==> src/inc/psrc_pkg.sv <==
// constants and types for the power sense reset control block
// Function
// - External reset drops at once on power-on sense low, held while low.
// - After power-on sense rises, reset stays low until software release.
// - External reset drops about 5us after power-good loss or internal reset.
// - Every automatic external reset assertion lasts at least 2ms before release.
// - A software control drives the external reset independent of sequencing.
// - Power-good loss past the window parks mirrors, then resets controller.
// - Controller, once in reset, held there for as long as power-good stays low.
// - Power-good counts active only after a minimum continuous high time.
package psrc_pkg;
	// ---------------------------------------------------------------
	// timing
	// ---------------------------------------------------------------
	localparam int CLK_FREQ_HZ     = 100_000_000;
	localparam int CLK_PERIOD_NS   = 1_000_000_000 / CLK_FREQ_HZ;
	localparam int EXT_DELAY_NS    = 5_000;
	localparam int EXT_DELAY_CYC   = EXT_DELAY_NS / CLK_PERIOD_NS;
	localparam int STRETCH_MS      = 2;
	localparam int STRETCH_CYC     = (STRETCH_MS * 1_000_000 + CLK_PERIOD_NS - 1)
		/ CLK_PERIOD_NS;
	localparam int PG_LOW_NS       = 1_000;
	localparam int PG_LOW_CYC      = (PG_LOW_NS + CLK_PERIOD_NS - 1)
		/ CLK_PERIOD_NS;
	localparam int PG_HIGH_NS      = 10_000;
	localparam int PG_HIGH_CYC     = (PG_HIGH_NS + CLK_PERIOD_NS - 1)
		/ CLK_PERIOD_NS;
	localparam int CNT_W           = 24;
	localparam int SYNC_STAGES     = 3;
	// ---------------------------------------------------------------
	// controller sequencing states
	// ---------------------------------------------------------------
	typedef enum logic [3:0] {
		PSRC_RUN   = 4'b0001,
		PSRC_PARK  = 4'b0010,
		PSRC_HOLD  = 4'b0100,
		PSRC_QUAL  = 4'b1000
	} psrc_state_t;
endpackage

==> src/rtl/psrc_sync.sv <==
// three-stage input synchroniser with agreement filter
`timescale 1ns/100ps
`default_nettype none
module psrc_sync (
	input  wire logic core_clk,
	input  wire logic reset,
	input  wire logic async_in,
	output var  logic level_q
);
	logic [2:0] stage_q;
	logic [2:0] stage_d;
	logic       level_d;

	// next values: a change counts once second and third stages agree
	always_comb begin
		stage_d = {stage_q[1:0], async_in};
		level_d = level_q;
		if (stage_q[1] == stage_q[2]) begin
			level_d = stage_q[2];
		end
	end

	// registers; inputs park low so reset looks like power absent
	always_ff @(posedge core_clk) begin
		if (reset) begin
			stage_q <= 3'h0;
			level_q <= 1'b0;
		end else begin
			stage_q <= stage_d;
			level_q <= level_d;
		end
	end
endmodule
`default_nettype wire

==> src/rtl/psrc_top.sv <==
// power sense reset control: input qualification and reset sequencing
`timescale 1ns/100ps
`default_nettype none
module psrc_top
	import psrc_pkg::*;
#(
	parameter int STRETCH_CYCLES = STRETCH_CYC
) (
	input  wire logic core_clk,
	input  wire logic reset,
	input  wire logic power_on_sense,
	input  wire logic power_good_in,
	input  wire logic sw_release,
	input  wire logic sw_force_en,
	input  wire logic sw_force_level,
	input  wire logic internal_reset_req,
	input  wire logic park_done,
	output var  logic park_req_q,
	output var  logic controller_reset_q,
	output var  logic power_good_ok_q,
	output var  logic external_reset_pin_n_q
);
	// ---------------------------------------------------------------
	// input synchronisers
	// ---------------------------------------------------------------
	logic pos_s;
	logic pg_s;

	psrc_sync u_sync_pos (
		.core_clk (core_clk),
		.reset    (reset),
		.async_in (power_on_sense),
		.level_q  (pos_s)
	);

	psrc_sync u_sync_pg (
		.core_clk (core_clk),
		.reset    (reset),
		.async_in (power_good_in),
		.level_q  (pg_s)
	);

	// ---------------------------------------------------------------
	// power-good qualification and controller sequencing
	// ---------------------------------------------------------------
	psrc_state_t      state_q;
	psrc_state_t      state_d;
	logic [CNT_W-1:0] pg_cnt_q;
	logic [CNT_W-1:0] pg_cnt_d;
	logic             park_req_d;
	logic             ctrl_rst_d;
	logic             pg_ok_d;
	logic             pg_event;

	// low pulses shorter than the window are glitches and never reach park
	always_comb begin
		state_d    = state_q;
		pg_cnt_d   = pg_cnt_q;
		park_req_d = 1'b0;
		ctrl_rst_d = 1'b1;
		pg_ok_d    = 1'b0;
		pg_event   = 1'b0;
		case (state_q)
			PSRC_RUN: begin
				ctrl_rst_d = 1'b0;
				pg_ok_d    = 1'b1;
				if (pg_s) begin
					pg_cnt_d = '0;
				end else if (pg_cnt_q >= CNT_W'(PG_LOW_CYC - 1)) begin
					state_d    = PSRC_PARK;
					park_req_d = 1'b1;
					ctrl_rst_d = 1'b0;
					pg_ok_d    = 1'b0;
					pg_event   = 1'b1;
					pg_cnt_d   = '0;
				end else begin
					pg_cnt_d = pg_cnt_q + CNT_W'(1);
				end
			end
			PSRC_PARK: begin
				// park first, reset after; controller still alive here
				ctrl_rst_d = 1'b0;
				park_req_d = 1'b1;
				if (park_done) begin
					state_d    = PSRC_HOLD;
					park_req_d = 1'b0;
					ctrl_rst_d = 1'b1;
				end
			end
			PSRC_HOLD: begin
				pg_cnt_d = '0;
				if (pg_s) begin
					state_d = PSRC_QUAL;
				end
			end
			PSRC_QUAL: begin
				if (!pg_s) begin
					state_d  = PSRC_HOLD;
					pg_cnt_d = '0;
				end else if (pg_cnt_q >= CNT_W'(PG_HIGH_CYC - 1)) begin
					state_d    = PSRC_RUN;
					ctrl_rst_d = 1'b0;
					pg_ok_d    = 1'b1;
					pg_cnt_d   = '0;
				end else begin
					pg_cnt_d = pg_cnt_q + CNT_W'(1);
				end
			end
			default: begin
				state_d  = PSRC_HOLD;
				pg_cnt_d = '0;
			end
		endcase
	end

	// controller starts in reset and must see power-good qualified
	always_ff @(posedge core_clk) begin
		if (reset) begin
			state_q            <= PSRC_HOLD;
			pg_cnt_q           <= '0;
			park_req_q         <= 1'b0;
			controller_reset_q <= 1'b1;
			power_good_ok_q    <= 1'b0;
		end else begin
			state_q            <= state_d;
			pg_cnt_q           <= pg_cnt_d;
			park_req_q         <= park_req_d;
			controller_reset_q <= ctrl_rst_d;
			power_good_ok_q    <= pg_ok_d;
		end
	end

	// ---------------------------------------------------------------
	// external reset output
	// ---------------------------------------------------------------
	logic             hold_q;
	logic             hold_d;
	logic             dly_act_q;
	logic             dly_act_d;
	logic [CNT_W-1:0] dly_cnt_q;
	logic [CNT_W-1:0] dly_cnt_d;
	logic [CNT_W-1:0] str_cnt_q;
	logic [CNT_W-1:0] str_cnt_d;
	logic             ext_d;
	logic             assert_now;

	// auto reset: held on power-on sense low or on delayed-event expiry,
	// released by software only; the stretch counter gates any release
	always_comb begin
		hold_d     = hold_q;
		dly_act_d  = dly_act_q;
		dly_cnt_d  = dly_cnt_q;
		str_cnt_d  = str_cnt_q;
		assert_now = 1'b0;
		// delayed assertion after power-good loss or internal reset
		if (pg_event || internal_reset_req) begin
			dly_act_d = 1'b1;
			dly_cnt_d = '0;
		end else if (dly_act_q) begin
			if (dly_cnt_q >= CNT_W'(EXT_DELAY_CYC - 1)) begin
				dly_act_d  = 1'b0;
				assert_now = 1'b1;
			end else begin
				dly_cnt_d = dly_cnt_q + CNT_W'(1);
			end
		end
		if (!pos_s) begin
			hold_d     = 1'b1;
			assert_now = 1'b1;
		end else if (assert_now) begin
			hold_d = 1'b1;
		end else if (sw_release && str_cnt_q == '0) begin
			hold_d = 1'b0;
		end
		// restart the stretch on every assertion, count down otherwise
		if (assert_now || (hold_d && !hold_q)) begin
			str_cnt_d = CNT_W'(STRETCH_CYCLES - 1);
		end else if (str_cnt_q != '0) begin
			str_cnt_d = str_cnt_q - CNT_W'(1);
		end
		// software force overrides the automatic sequencing
		if (sw_force_en) begin
			ext_d = sw_force_level;
		end else begin
			ext_d = !hold_d;
		end
	end

	// reset holds the part in external reset until software releases it
	always_ff @(posedge core_clk) begin
		if (reset) begin
			hold_q                 <= 1'b1;
			dly_act_q              <= 1'b0;
			dly_cnt_q              <= '0;
			str_cnt_q              <= CNT_W'(STRETCH_CYCLES - 1);
			external_reset_pin_n_q <= 1'b0;
		end else begin
			hold_q                 <= hold_d;
			dly_act_q              <= dly_act_d;
			dly_cnt_q              <= dly_cnt_d;
			str_cnt_q              <= str_cnt_d;
			external_reset_pin_n_q <= ext_d;
		end
	end
endmodule
`default_nettype wire

==> config.mk <==
export PLATFORM = sky130hd
export DESIGN_NAME = psrc_top
export DESIGN_NICKNAME = d
export VERILOG_FILES = /design/src/inc/psrc_pkg.sv /design/src/rtl/psrc_sync.sv /design/src/rtl/psrc_top.sv
export SDC_FILE = /design/constraint.sdc
export NUM_CORES = 1
export LEC_CHECK = 0
export ABC_AREA = 1
export ABC_CLOCK_PERIOD_IN_PS = 4200
export BUFFER_PORTS_ARGS = -buffer_cell sky130_fd_sc_hd__buf_2
export CORE_MARGIN = 8
export CORE_UTILIZATION = 37
export DETAILED_ROUTE_END_ITERATION = 8
export HOLD_SLACK_MARGIN = 0.02
export SYNTH_ARGS = -nofsm -noshare
export SYNTH_HDL_FRONTEND = slang
export SYNTH_SLANG_ARGS = --single-unit
==> constraint.sdc <==
create_clock -name core_clk -period 4.2 [get_ports core_clk]
set_clock_uncertainty 0.15 [all_clocks]
set_input_delay 0.42 -clock core_clk [delete_from_list [all_inputs] [get_ports core_clk]]
set_output_delay 0.42 -clock core_clk [all_outputs]
set_load 0.03 [all_outputs]
==> reports/results.ini <==
[run_status]
status = finished clean

[worst_setup_path]
r2r_slack_ns = 2.10
cp.arrival_ns = 2.19
path_max_fanout = 15
crit_type = register to register
startpoint_type = register
reg2reg_to = str_cnt_q[0]
critPathRequiredTime_ns = 4.29
end_kind = register
reg2reg_depth = 11
r2r_start = dly_cnt_q[0]

[placement]
port_buffers = 12
dp_hpwl_um = 5630
gp_congestion = 0.838
place_inst = 694

[min_path]
worst_hold_path_type = primary input to register
whs_endpoint = u_sync_pos.stage_q[0]
whs_path_depth = 3
min_from = power_on_sense

[cts]
root_buffer = clkbuf_8
cts.repair.resized = 0
cts.htree.levels = 3
clkLatencyLatePin_ns = 0.35
cts_tree = built
cts_made_buffers = 9
path_clk_slew_ns = 0.09
clockBufferDepth = 2
cts_setup_buffers = 0
postCtsHoldBufs = 0
clock-sinks = 90

[synthesis]
netlist_area_um2 = 4050
ys_ff_latch = 90
ys_top_cells_by_area = dfxtp_1, nor2_1, nand2_1
synthCells = 552
syn_avg_cell_area_um2 = 7.33
yosys_most_used_dff = dfxtp_1
synth-edff-count = 0
synth_top_area_share_pct = 44.5
syn_nets = 564
synth-async-reset-ratio_pct = 0
synth_largest_area_cell = dfxtp_1
yosysWarnings = 0
ys_seq_area_share_pct = 44.5
synth_cell_types = 36

[power_and_ir_drop]
vdd_drop_max_uv = 171
p_total_mw = 1.50
power_density_nw_per_um2 = 341
leakagePower_nw = 1.82

[floorplanning]
die_h_um = 121
initial_core_util_pct = 37.7
rows = 38
ioPinCount = 13
die_area_um2 = 14500
coreArea_um2 = 10700
dieWidth_um = 121

[sta]
setup_viol = 0
max_slew.worst_pin.slew_ns = 0.572
hold_viol_final = 0
setup_tns_ns = 0
fmax_ghz = 0.477
period_share_pct = 50.0
layout_min_cycle_time_ns = 2.10
slew_headroom_pct = 61.7
rsz0062_at_grt = false
maxSlewViolCount = 0

[routing]
top_layer = met4
firstDrtPassIters = 4
antenna_left = 0
drc = 0
avgViaCountPerCell = 4.61
wl_per_cell_um = 10.9
wl_met1_um = 3830
wl_met3_um = 235
drtIter0Drc = 137
vias = 3266
wl_met2_um = 3560
postRouteWirelength_um = 7750

[layout]
nNetsFinal = 577
antenna_cells = 0
synthToLayoutAreaGrowth_pct = 8.57
drive_gt1_share_pct = 12.0
fin_cells = 709

[global_route]
grt_pass1_vias = 3106
antenna_found_initial = 0
overflow = 0
grt_max_degree = 33
grt_usage_pct = 11.5
grt_first_pass_wirelength_um = 13900

[run]
maxCapViolations = 0

-- synthesized netlist by cell type (2+ instances only) --
cell	number
a21oi_1	24
buf_2	3
buf_6	2
clkbuf_1	4
dfxtp_1	90
ha_1	3
inv_1	68
inv_2	5
nand2_1	107
nand2_2	10
nand3_1	27
nand3_2	11
nand4_1	11
nor2_1	117
nor2_2	8
nor2_4	3
nor3_1	8
o21ai_0	11
o21ai_2	2
o21bai_1	3
xnor2_1	7
xor2_1	14
-- critical path, stage by stage, from the launching register on --
cell and delay, ns:
dfxtp_1 0.33, ha_1 0.25, inv_2 0.07, nand3_1 0.07, nand2_1 0.07, nor2_2 0.04, nor2_1 0.13, nor2_1 0.07
nand3_2 0.07, nand3_2 0.27, inv_2 0.35, nand3_1 0.10
-- report_power, final --
part | internal, mW | switching, mW | total [mW]
clock network | 0.248 | 0.289 | 0.537
logic | 0.0307 | 0.0567 | 0.0874
registers | 0.866 | 0.00949 | 0.875
-- routing by layer --
metal  track usage (%)  vias to the layer above
met5                 0                        -
met2              18.8                       44
li1                  -                     1741
met4              4.61                        0
met3              2.61                        9
met1              14.4                     1472
-- flip-flops by register name, indices dropped and copies added (netlist names), 3 cells and up --
register,count
pg_cnt_q,24
dly_cnt_q,24
str_cnt_q,24
u_sync_pos.stage_q,3
state_q,4
u_sync_pg.stage_q,3
-- metrics by stage --
stage	util, %	setup WS, ns	hold slack, ns	instance area (µm²)
final	40.9	2.10	0.123	4390
after global routing	40.9	1.82	0.121	4390
after CTS	40.9	2.08	0.113	4390
after detailed placement	39.3	1.99	0.256	4220
after global placement	39.3	2.10	0.251	4220
after floorplan	-	2.46	0.238	4050
-- cell type report --
class                   count  area (µm²)
fillers                  1133        6350
multi-input cells         378        1910
flip-flops and latches     90        1800
inverters                  74         278
well taps                 140         175
clock buffers              14         163
repair buffers             12        60.1
clock inverters             1        8.76
-- cells by family (layout without fill, tap and decap cells) --
| logic type | count (synthesis) | in the layout | synth area share (%) |
|---|---|---|---|
| xor gates and xnor gates | 21 | 21 | 4.55 |
| and+or+nand+nor | 309 | 309 | 35.0 |
| adders and majority gates | 3 | 3 | 0.928 |
| AOI/OAI and AO/OA | 44 | 44 | 6.40 |
| DFF | 90 | 90 | 44.5 |
| buffers and inverters | 84 | 101 | 8.35 |
| muxes | 1 | 1 | 0.247 |
-- worst max path at each step --
stage	start	slack (ns)	endpoint	cells after the start
after floorplan	str_cnt_q[0]	2.46	str_cnt_q[3]	9
after global placement	reset	2.10	str_cnt_q[0]	5
after detailed placement	reset	1.99	str_cnt_q[0]	5
after CTS	pg_cnt_q[0]	2.08	dly_cnt_q[2]	8
after global routing	dly_cnt_q[0]	1.82	str_cnt_q[0]	11
final	dly_cnt_q[0]	2.10	str_cnt_q[0]	11
-- cells in the final DEF, fill, tap and decap left out, drive strengths merged --
master	Yosys	routed
nor2	128	128
nand2	117	117
dfxtp	90	90
inv	73	74
nand3	39	39
a21oi	25	25
xor2	14	14
clkbuf	4	14
o21ai	13	13
buf	6	12
nand4	12	12
nor3	9	9
xnor2	7	7
o21bai	4	4
ha	3	3
clkinv	1	1
o311ai	1	1
a211oi	1	1
and3	1	1
nor4	1	1
nand3b	1	1
mux2i	1	1
or2	1	1
(Power assumes the default switching activity.)
